<file path="src/inc/rfpc_pkg.sv">
// package for the rf frontend pin control block
package rfpc_pkg;

  // register byte offsets on the wishbone bus
  localparam logic [3:0] RFPC_ADDR_AUX_HI = 4'h0;
  localparam logic [3:0] RFPC_ADDR_PAD_HI = 4'h4;
  localparam logic [3:0] RFPC_ADDR_AUX_LO = 4'h8;
  localparam logic [3:0] RFPC_ADDR_PAD_LO = 4'hc;

  // aux settings field positions
  localparam int RFPC_AUX_BYP_BIT = 7;
  localparam int RFPC_AUX_MAP_HI = 6;
  localparam int RFPC_AUX_MAP_LO = 5;
  localparam int RFPC_AUX_EXT_BIT = 4;
  localparam int RFPC_AUX_KEEP_BIT = 3;
  localparam int RFPC_AUX_SETL_BIT = 2;
  localparam int RFPC_AUX_PAV_HI = 1;
  localparam int RFPC_AUX_PAV_LO = 0;
  localparam logic [7:0] RFPC_AUX_RESET = 8'h02;
  localparam logic [7:0] RFPC_AUX_WMASK = 8'hfb;

  // pad config field position and reset
  localparam int RFPC_PAD_HI = 7;
  localparam int RFPC_PAD_LO = 6;
  localparam logic [7:0] RFPC_PAD_RESET = 8'h00;

  // gain word threshold for lna vs bypass
  localparam logic [7:0] RFPC_GAIN_THRESH = 8'h11;
  localparam logic [1:0] RFPC_MAP_NONE = 2'h0;

  // frontend pin configuration
  typedef enum logic [1:0] {
    RFPC_CFG0 = 2'h0,
    RFPC_CFG1 = 2'h1,
    RFPC_CFG2 = 2'h2,
    RFPC_CFG3 = 2'h3
  } rfpc_cfg_type;

  // radio state codes from the radio state machine
  typedef enum logic [2:0] {
    RFPC_ST_OFF = 3'h0,
    RFPC_ST_SLEEP = 3'h1,
    RFPC_ST_RESET = 3'h2,
    RFPC_ST_TX_PREPARE_STATE = 3'h3,
    RFPC_ST_RX = 3'h4,
    RFPC_ST_TX = 3'h5
  } rfpc_radio_type;

  // radio side inputs for one transceiver
  typedef struct packed {
    logic [2:0] state;
    logic [7:0] gain_word;
    logic supply_ok;
  } rfpc_radio_in_type;

  // per transceiver control outputs
  typedef struct packed {
    logic fe_ctrl_a;
    logic fe_ctrl_b;
    logic gain_clear;
    logic ext_gain_zero;
    logic [1:0] agc_gain_map;
    logic reg_enable;
    logic [1:0] pa_supply_select;
  } rfpc_trx_out_type;

  // state of one transceiver channel
  typedef struct packed {
    logic [7:0] aux;
    logic [7:0] pad;
    logic [2:0] prev_state;
    logic settled_s1;
    logic settled_s2;
    rfpc_trx_out_type out;
  } rfpc_chan_type;

endpackage

</file>
<file path="src/hdl/rfpc_top.sv">
// rf frontend pin control for both transceivers with wishbone registers
`timescale 1ns/1ns
`default_nettype none

module rfpc_top
  import rfpc_pkg::*;
(
  input wire logic i_core_clk,                 // core clock 250 mhz
  input wire logic i_reset,                    // async reset, high
  input wire logic i_wb_cyc,                   // wishbone cycle
  input wire logic i_wb_stb,                   // wishbone strobe
  input wire logic i_wb_we,                    // wishbone write
  input wire logic [3:0] i_wb_adr,             // wishbone byte address
  input wire logic [3:0] i_wb_sel,             // wishbone byte select
  input wire logic [31:0] i_wb_dat,            // wishbone write data
  output logic [31:0] o_wb_dat,                // wishbone read data
  output logic o_wb_ack,                       // wishbone acknowledge
  input wire rfpc_radio_in_type i_radio_hi,    // 2.4ghz radio inputs
  input wire rfpc_radio_in_type i_radio_lo,    // sub-1ghz radio inputs
  output logic o_fe_ctrl_a_high_band,          // 2.4ghz frontend a
  output logic o_fe_ctrl_b_high_band,          // 2.4ghz frontend b
  output logic o_fe_ctrl_a_low_band,           // sub-1ghz frontend a
  output logic o_fe_ctrl_b_low_band,           // sub-1ghz frontend b
  output rfpc_trx_out_type o_ctrl_hi,          // 2.4ghz aux controls
  output rfpc_trx_out_type o_ctrl_lo           // sub-1ghz aux controls
);

  // ------------------------------------------------------------------
  // overview
  // ------------------------------------------------------------------
  // each band keeps its own aux and pad byte, its own supply synchroniser
  // and its own copy of the last radio state, so the two transceivers
  // never interact except through the shared bus port.
  // latency: a radio input sampled at one edge shows on the pins and on
  // the control bundle right after that same edge. the extra cycle buys
  // glitch-free pins, since every output leaves a flop.
  // the bus answers every request one cycle later with a single ack
  // pulse; reads of unmapped offsets return zero and are still acked.
  // only byte lane 0 is decoded; a write with sel[0] low is dropped.
  // limitation: with the enable/switch frontend the pins cannot show a
  // bypass code, yet the gain scheme may still report bypass on
  // ext_gain_zero; keep the bypass bit clear with that frontend.
  // the analog supply flag is asynchronous and passes two flops; its
  // read view therefore lags the real supply by two cycles.
  // radio codes outside the known set count as neither rx nor tx, so
  // the pins fall back to their idle levels.
  // the pins are plain levels; nothing here ever drives them as a
  // complementary pair, so any of the four codes may appear.

  // ------------------------------------------------------------------
  // state
  // ------------------------------------------------------------------
  typedef struct packed {
    rfpc_chan_type hi;
    rfpc_chan_type lo;
    logic ack;
    logic [31:0] rdat;
  } rfpc_state_type;

  localparam rfpc_trx_out_type OUT_RESET = '{
    fe_ctrl_a: 1'b0,
    fe_ctrl_b: 1'b0,
    gain_clear: 1'b0,
    ext_gain_zero: 1'b0,
    agc_gain_map: RFPC_MAP_NONE,
    reg_enable: 1'b0,
    pa_supply_select: RFPC_AUX_RESET[RFPC_AUX_PAV_HI:RFPC_AUX_PAV_LO]
  };

  localparam rfpc_chan_type CHAN_RESET = '{
    aux: RFPC_AUX_RESET,
    pad: RFPC_PAD_RESET,
    prev_state: RFPC_ST_OFF,
    settled_s1: 1'b0,
    settled_s2: 1'b0,
    out: OUT_RESET
  };

  localparam rfpc_state_type STATE_RESET = '{
    hi: CHAN_RESET,
    lo: CHAN_RESET,
    ack: 1'b0,
    rdat: 32'h0000_0000
  };

  // bit positions of the two levels inside a pin pair word
  localparam int LVL_A_BIT = 1;
  localparam int LVL_B_BIT = 0;

  rfpc_state_type state_ff;
  rfpc_state_type nxt_state;

  // ------------------------------------------------------------------
  // functions
  // ------------------------------------------------------------------
  // bypass decision for receive; only meaningful when bypass is offered
  function automatic logic bypass_select(
    input logic [7:0] aux,
    input logic [7:0] gain_word
  );
    logic byp_avail;
    logic [1:0] gmap;
    logic use_bypass;
    byp_avail = aux[RFPC_AUX_BYP_BIT];
    gmap = aux[RFPC_AUX_MAP_HI:RFPC_AUX_MAP_LO];
    // map zero with bypass available pins the lna in bypass
    if (byp_avail && (gmap == RFPC_MAP_NONE)) begin
      use_bypass = 1'b1;
    end else if (byp_avail) begin
      // strong signal, low gain word: lna out of the path
      use_bypass = (gain_word <= RFPC_GAIN_THRESH);
    end else begin
      // no bypass path fitted, so the lna is always used
      use_bypass = 1'b0;
    end
    return use_bypass;
  endfunction

  // a/b levels for one configuration, pin a in the upper bit
  // each level is worked out on its own, never as a complementary pair
  function automatic logic [1:0] pin_levels(
    input rfpc_cfg_type cfg,
    input logic is_rx,
    input logic is_tx,
    input logic use_bypass
  );
    logic lvl_a;
    logic lvl_b;
    lvl_a = 1'b0;
    lvl_b = 1'b0;
    unique case (cfg)
      RFPC_CFG0: begin
        // frontend control off: both pins stay low in every state
        lvl_a = 1'b0;
        lvl_b = 1'b0;
      end
      RFPC_CFG1: begin
        // a is the tx/bypass line, b the receive line
        lvl_a = is_tx || (is_rx && use_bypass);
        lvl_b = is_rx;
      end
      RFPC_CFG2: begin
        // b enables the module, a picks tx; no bypass code here
        lvl_a = is_tx;
        lvl_b = is_tx || is_rx;
      end
      RFPC_CFG3: begin
        // outside rx/tx the pins idle at 00; power is the mcu's job
        lvl_a = is_tx;
        lvl_b = is_tx || (is_rx && !use_bypass);
      end
    endcase
    return {lvl_a, lvl_b};
  endfunction

  // analog regulator request for one radio state
  // keeping it on in off costs standby current but speeds the next start
  function automatic logic reg_select(
    input logic [7:0] aux,
    input logic [2:0] state
  );
    logic en;
    if (aux[RFPC_AUX_EXT_BIT] || state == RFPC_ST_SLEEP) begin
      en = 1'b0;
    end else if (state == RFPC_ST_OFF) begin
      en = aux[RFPC_AUX_KEEP_BIT];
    end else begin
      // reset parks the regulator; every active state needs it
      en = (state != RFPC_ST_RESET);
    end
    return en;
  endfunction

  // decode one transceiver's controls from its registered view
  function automatic rfpc_trx_out_type chan_decode(
    input rfpc_chan_type ch,
    input rfpc_radio_in_type rin
  );
    rfpc_trx_out_type o;
    logic use_bypass;
    logic is_rx;
    logic is_tx;
    logic [1:0] lvl;
    o = OUT_RESET;
    is_rx = (rin.state == RFPC_ST_RX);
    is_tx = (rin.state == RFPC_ST_TX);
    use_bypass = bypass_select(ch.aux, rin.gain_word);
    lvl = pin_levels(rfpc_cfg_type'(ch.pad[RFPC_PAD_HI:RFPC_PAD_LO]),
                     is_rx, is_tx, use_bypass);
    o.fe_ctrl_a = lvl[LVL_A_BIT];
    o.fe_ctrl_b = lvl[LVL_B_BIT];
    // gain word restarts only on a transition into receive
    o.gain_clear = is_rx && (ch.prev_state != RFPC_ST_RX);
    // rssi and ed assume no external gain while bypassed
    o.ext_gain_zero = is_rx && use_bypass;
    o.agc_gain_map = ch.aux[RFPC_AUX_MAP_HI:RFPC_AUX_MAP_LO];
    o.reg_enable = reg_select(ch.aux, rin.state);
    o.pa_supply_select = ch.aux[RFPC_AUX_PAV_HI:RFPC_AUX_PAV_LO];
    return o;
  endfunction

  // byte lane 0 write merge, read-only bits kept out
  function automatic logic [7:0] lane_write(
    input logic [7:0] old,
    input logic [7:0] wdat,
    input logic [7:0] wmask
  );
    return (old & ~wmask) | (wdat & wmask);
  endfunction

  // aux read view with live settled status
  function automatic logic [7:0] aux_view(input rfpc_chan_type ch);
    logic [7:0] v;
    v = ch.aux;
    v[RFPC_AUX_SETL_BIT] = ch.settled_s2;
    return v;
  endfunction

  // read view of one mapped register; unmapped offsets read as zero
  function automatic logic [31:0] reg_read(
    input rfpc_state_type st,
    input logic [3:0] adr
  );
    logic [7:0] byte_q;
    unique case (adr)
      RFPC_ADDR_AUX_HI: byte_q = aux_view(st.hi);
      RFPC_ADDR_PAD_HI: byte_q = st.hi.pad;
      RFPC_ADDR_AUX_LO: byte_q = aux_view(st.lo);
      RFPC_ADDR_PAD_LO: byte_q = st.lo.pad;
      default: byte_q = 8'h00;
    endcase
    // upper lanes carry nothing; zero them so reads are defined
    return {24'h00_0000, byte_q};
  endfunction

  // merge one bus write into a channel; only the low lane is stored
  function automatic rfpc_chan_type chan_write(
    input rfpc_chan_type ch,
    input logic is_aux,
    input logic is_pad,
    input logic [7:0] wdat
  );
    rfpc_chan_type c;
    c = ch;
    if (is_aux) begin
      // the settled bit is status, so a write must not touch it
      c.aux = lane_write(ch.aux, wdat, RFPC_AUX_WMASK);
    end
    if (is_pad) begin
      // spare pad bits are kept as plain storage
      c.pad = wdat;
    end
    return c;
  endfunction

  // ------------------------------------------------------------------
  // next state
  // ------------------------------------------------------------------
  // bus slave, synchronisers and per channel decode
  always_comb begin
    logic req;
    logic wr;
    nxt_state = state_ff;
    req = i_wb_cyc && i_wb_stb && !state_ff.ack;
    wr = req && i_wb_we && i_wb_sel[0];
    nxt_state.ack = req;
    nxt_state.rdat = 32'h0000_0000;
    // register writes first, so the synchroniser updates below survive
    nxt_state.hi = chan_write(state_ff.hi,
                              wr && (i_wb_adr == RFPC_ADDR_AUX_HI),
                              wr && (i_wb_adr == RFPC_ADDR_PAD_HI),
                              i_wb_dat[7:0]);
    nxt_state.lo = chan_write(state_ff.lo,
                              wr && (i_wb_adr == RFPC_ADDR_AUX_LO),
                              wr && (i_wb_adr == RFPC_ADDR_PAD_LO),
                              i_wb_dat[7:0]);
    // settled status comes from analog, so two flops first
    nxt_state.hi.settled_s1 = i_radio_hi.supply_ok;
    nxt_state.hi.settled_s2 = state_ff.hi.settled_s1;
    nxt_state.lo.settled_s1 = i_radio_lo.supply_ok;
    nxt_state.lo.settled_s2 = state_ff.lo.settled_s1;
    // read data stands with ack for one cycle, zero otherwise
    if (req && !i_wb_we) begin
      nxt_state.rdat = reg_read(state_ff, i_wb_adr);
    end
    // the radio state changes drive the pins with no software step
    nxt_state.hi.out = chan_decode(state_ff.hi, i_radio_hi);
    nxt_state.lo.out = chan_decode(state_ff.lo, i_radio_lo);
    nxt_state.hi.prev_state = i_radio_hi.state;
    nxt_state.lo.prev_state = i_radio_lo.state;
  end

  // ------------------------------------------------------------------
  // registers
  // ------------------------------------------------------------------
  // whole state in one register
  always_ff @(posedge i_core_clk or posedge i_reset) begin
    if (i_reset) begin
      state_ff <= STATE_RESET;
    end else begin
      state_ff <= nxt_state;
    end
  end

  // ------------------------------------------------------------------
  // outputs
  // ------------------------------------------------------------------
  // all outputs straight from flops; two pairs, one per band
  assign o_wb_dat = state_ff.rdat;
  assign o_wb_ack = state_ff.ack;
  assign o_fe_ctrl_a_high_band = state_ff.hi.out.fe_ctrl_a;
  assign o_fe_ctrl_b_high_band = state_ff.hi.out.fe_ctrl_b;
  assign o_fe_ctrl_a_low_band = state_ff.lo.out.fe_ctrl_a;
  assign o_fe_ctrl_b_low_band = state_ff.lo.out.fe_ctrl_b;
  assign o_ctrl_hi = state_ff.hi.out;
  assign o_ctrl_lo = state_ff.lo.out;

endmodule

`default_nettype wire

</file>
<file path="config.mk">
export PLATFORM = sky130hd
export DESIGN_NAME = rfpc_top
export DESIGN_NICKNAME = d
export VERILOG_FILES = /design/src/inc/rfpc_pkg.sv /design/src/hdl/rfpc_top.sv
export SDC_FILE = /design/constraint.sdc
export NUM_CORES = 1
export LEC_CHECK = 0
export BUFFER_PORTS_ARGS = -buffer_cell sky130_fd_sc_hd__clkbuf_2
export CAP_MARGIN = 25
export CORE_ASPECT_RATIO = 0.9
export CORE_MARGIN = 5
export CORE_UTILIZATION = 48
export CTS_BUF_LIST = sky130_fd_sc_hd__clkbuf_16
export CTS_CLUSTER_SIZE = 30
export DETAILED_ROUTE_END_ITERATION = 6
export GPL_ROUTABILITY_DRIVEN = 0
export PLACE_DENSITY = 0.9
export SYNTH_ARGS = -nofsm -noshare
export SYNTH_HDL_FRONTEND = slang
export SYNTH_SLANG_ARGS = --single-unit
</file>
<file path="constraint.sdc">
create_clock -name i_core_clk -period 2.8 [get_ports i_core_clk]
set_clock_uncertainty 0.2 [all_clocks]
set_input_delay 0.14 -clock i_core_clk [delete_from_list [all_inputs] [get_ports i_core_clk]]
set_output_delay 0.14 -clock i_core_clk [all_outputs]
set_load 0.05 [all_outputs]
</file>
Word-level counts from Yosys, hierarchy flattened
Cells that the tools add are included.

storage, ports and cells
  input bits = 69
  register bits after elaboration = 93
  word-level logic and storage cells = 101
  output and inout bits = 55

cells by class
  bitwise logic cells = 2
  $lt $le $gt $ge = 2
  equality and inequality tests = 19
  reductions and logical operators = 38
  multiplexer cells = 14

operator list
  operator            number
  $pmux 8 s4          1
  $logic_and 1x1->1   17
  $le 8x5->1 const B  2
  $or 3x8->8          2
  $eq 3x3->1 const B  4
  $eq 2x2->1 const B  4
  $eq 4x4->1 const B  2
  $logic_not 2->1     4
  $logic_or 1x1->1    8
  $mux 1              8
  $mux 8              1
  $pmux 1 s4          2
  $eq 3x1->1 const B  2
  $logic_not 3->1     2
  $ne 3x2->1 const B  2
  $ne 3x3->1 const B  2
  $pmux 1 s3          2
  $eq 2x1->1 const B  2
  $eq 4x3->1 const B  1
  $logic_not 1->1     4
  $logic_not 4->1     1
  $reduce_or 2->1     2

Longest topological paths before layout
  depth after elaboration = 7
  mapped depth = 4
  mapped depth without buffers = 3

Worst setup path before layout
OpenSTA, ideal clock, no wires.

  path type = register to register
  from = reg state_ff (netlist bit o_wb_ack)
  to = reg state_ff (netlist bit nxt_state[33])
  path slack = 0.662 ns
  library setup time = 0.125 ns
  period minus slack after synthesis = 2.138 ns
  cell stages (with the launch flop) = 4
  path buffers = 0
  arrival = 1.813 ns
  cells stage by stage = dfrtp_1 > nand3b_2 > nor4_4 > mux2_2

on the way
  longest elaborated chain between the ends = 5

RTL lines
  element                         RTL line         RTL
  start: declaration              rfpc_top.sv:90   rfpc_state_type state_ff;
  start signal: assignment        rfpc_top.sv:301  state_ff <= nxt_state;
  $logic_not 1->1                 rfpc_top.sv:264  req = i_wb_cyc && i_wb_stb && !state_ff.ack;
  $logic_and 1x1->1               rfpc_top.sv:264
  $logic_and 1x1->1 (2 in a row)  rfpc_top.sv:265  wr = req && i_wb_we && i_wb_sel[0];
  $logic_and 1x1->1               rfpc_top.sv:274  wr && (i_wb_adr == RFPC_ADDR_AUX_LO),

Every way passes these cells.
A chain may end at the register's enable or synchronous reset.

Final worst setup path
  from = reg state_ff (netlist bit o_wb_ack)
  to = reg state_ff (netlist bit nxt_state[66])

on the way
  longest elaborated chain between the ends = 5

RTL lines
  element                         RTL line         RTL
  $logic_not 1->1                 rfpc_top.sv:264
  $logic_and 1x1->1               rfpc_top.sv:264
  $logic_and 1x1->1 (2 in a row)  rfpc_top.sv:265
  $logic_and 1x1->1               rfpc_top.sv:270  wr && (i_wb_adr == RFPC_ADDR_AUX_HI),

Every way passes these cells.

==> results.py <==
metrics = {
    "timing": {
        "setup_tns_ps": 0,
        "rsz0062_at_grt": "no",
        "fin_crit_ps": 2160,
        "tightest_slew_ps": 824,
        "fin_crit_sh_pct": 77.1,
        "setup_viol": 0,
        "holdWs_ps": 44.1,
        "slew_headroom_pct": 45.1,
        "slew_violations": 0,
        "hold_viol": 0,
        "max_freq_ghz": 0.463,
    },
    "clock_tree": {
        "cts_buffers": 9,
        "path_clk_slew_ps": 50,
        "cts-root-buf": "clkbuf_16",
        "h-tree-depth": 3,
        "clock_sinks": 67,
        "cts_tree": "yes",
        "post_cts_buffers": 0,
        "clkLatencyLatePin_ps": 320,
        "cts.path.max_buffers": 2,
    },
    "logic_synthesis": {
        "syn-instance-count": 235,
        "syn-cell-area_um2": 3040,
        "ys_ff_latch": 67,
        "ys_seq_area_share_pct": 55.3,
        "synthDistinctLibCells": 29,
        "async_flop_share_pct": 100,
        "yosys_most_used_dff": "dfrtp_1",
        "yosysWarnings": 0,
        "synth.avg_cell_area_um2": 12.9,
        "synth-edff-count": 0,
    },
    "place": {
        "io_buffers": 70,
        "placed_cells": 365,
        "dpl_cell_area_um2": 3220,
        "post-dp-hpwl_mm": 4.30,
    },
    "route": {
        "post-route-drc-count": 0,
        "avgRoutedWirePerCell_um": 15.6,
        "drt_iter0_drc": 109,
        "vias": 1932,
        "firstDrtPassIters": 4,
        "wl_mm": 6.19,
        "ant_nets": 0,
        "via_per_inst": 4.87,
    },
    "cells_and_area": {
        "finalNonFillerCells": 397,
        "fillers": 499,
        "final_cell_mix": "clkbuf_2 (70), dfrtp_1 (63), mux2_2 (38)",
        "nets": 375,
        "n_antenna_cell": 0,
        "stdcell_area_um2": 3640,
        "area_growth_pct": 19.7,
        "final_common_cell": "clkbuf_2",
        "layout-drive-gt1-share_pct": 43.5,
    },
    "power_and_ir_drop": {
        "p_per_area_nw_per_um2": 638,
        "p_total_w": 0.00232,
        "ir_drop_v": 0.000353,
        "leakagePower_nw": 1.82,
    },
    "outcome": {
        "status": "finished clean",
    },
    "die": {
        "io_pins": 124,
        "die_w_um": 93.9,
        "rows": 27,
        "start_util_pct": 49.5,
        "die_area_um2": 8030,
        "fp.coreArea_um2": 6150,
        "die_h_um": 85.5,
    },
    "min_path": {
        "min_path_type": "input pin to flop",
    },
    "grt": {
        "antenna_found_initial": 0,
        "grt-ovfl-total": 0,
        "grt_pass1_vias": 2093,
        "grt_max_degree": 68,
        "gr-usage-all-layers_pct": 16.6,
        "grt_pass1_wl_mm": 10.2,
    },
    "worst_setup_path": {
        "start_kind": "flop",
        "critPathRequiredTime_ps": 2800,
        "end_kind": "flop",
        "cp_max_fo": 7,
        "setup.worst_path.class": "flop to flop",
        "worstPathArrival_ps": 2160,
    },
    "job": {
        "cap_violations": 0,
    },
}
-- worst max-delay path, cell delays in order (launching register included) --
cell and delay [ps]:
dfrtp_1 370, nand3b_2 360, nor4_4 700, mux2_2 410
-- final timing paths --
kind                                from            end  slack, ps  cells past startpoint
max in group asynchronous        i_reset   state_ff[52]       1460                      4
setup reg to reg                o_wb_ack  nxt_state[66]        640                      3
hold / removal                  i_wb_cyc       o_wb_ack         40                      3
setup / recovery                o_wb_ack  nxt_state[66]        640                      3
hold reg to reg            nxt_state[72]   state_ff[72]        150                      0
min in group asynchronous        i_reset   state_ff[75]        400                      4
-- cell usage after synthesis, types with 2 or more instances --
master | n | share of area (%)
o21ai_0 | 2 | 0.33
nor3b_1 | 4 | 0.99
o22ai_1 | 2 | 0.41
inv_1 | 3 | 0.37
dfstp_2 | 4 | 3.5
a22oi_1 | 8 | 2.0
o31a_1 | 4 | 1.2
a21oi_1 | 12 | 2.0
nand2b_1 | 2 | 0.41
buf_4 | 51 | 13
mux2_2 | 38 | 14
and4b_1 | 2 | 0.66
a41oi_1 | 2 | 0.58
nor3_1 | 5 | 0.82
or3_1 | 3 | 0.62
nor3b_4 | 2 | 1.2
nor2b_1 | 4 | 0.82
nor2_1 | 2 | 0.25
nand2_1 | 11 | 1.4
dfrtp_1 | 63 | 52
o21a_1 | 2 | 0.49
nor4_4 | 2 | 1.4
-- report_power, final --
group	internal [W]	leakage (nW)	switching, W
Combinational	0.0000977	0.809	0.000217
Sequential	0.00103	0.880	0.0000349
Clock	0.000577	0.135	0.000369
-- metrics by stage --
stage               setup WS, ps  utilization, %
floorplan                    662               -
global placement             716            52.3
detailed placement           671            52.3
CTS                          633            59.2
global route                 600            59.2
finish                       642            59.2
-- sequential cells by signal, indices dropped and copies added (netlist names) --
register               flops
o_fe_ctrl_a_high_band      1
state_ff                  30
o_ctrl_hi                  7
o_fe_ctrl_a_low_band       1
o_ctrl_lo                  7
o_fe_ctrl_b_low_band       1
o_wb_ack                   1
o_fe_ctrl_b_high_band      1
nxt_state                 10
o_wb_dat                   8
-- final cells by class --
cell class                 count  area, um^2  area share, %
sequential                    67        1680           46.2
multi-input combinational    135        1040           28.7
timing repair buffer          90         543           14.9
clock buffer                   9         225           6.19
tap                           87         109           2.99
clock inverter                 6        26.3          0.722
inverter                       3        11.3          0.309
-- logic make-up (layout without fill, tap and decap cells) --
logic type	after synthesis	in the layout	share of synthesized area, %
mux	38	38	14.1
simple gates	41	41	10.4
buf+inv	56	108	13.2
flops	67	67	55.3
other cells	1	24	0.123
compound gates	32	32	6.91
-- routing by layer --
layer	global-route usage [%]	up-vias	part of all wire [%]
met5	0	-	0
met4	8.01	0	2.3
met3	4.82	15	6.0
met2	27.8	70	52
met1	19.6	947	40
li1	-	900	-
-- timing repair --
action / CTS / global route
hold buffers: 17 / 0
endpoints found under the hold margin: 109 / 0
gates resized for setup: 0 / 0
Power figures use the tool's default switching activity.
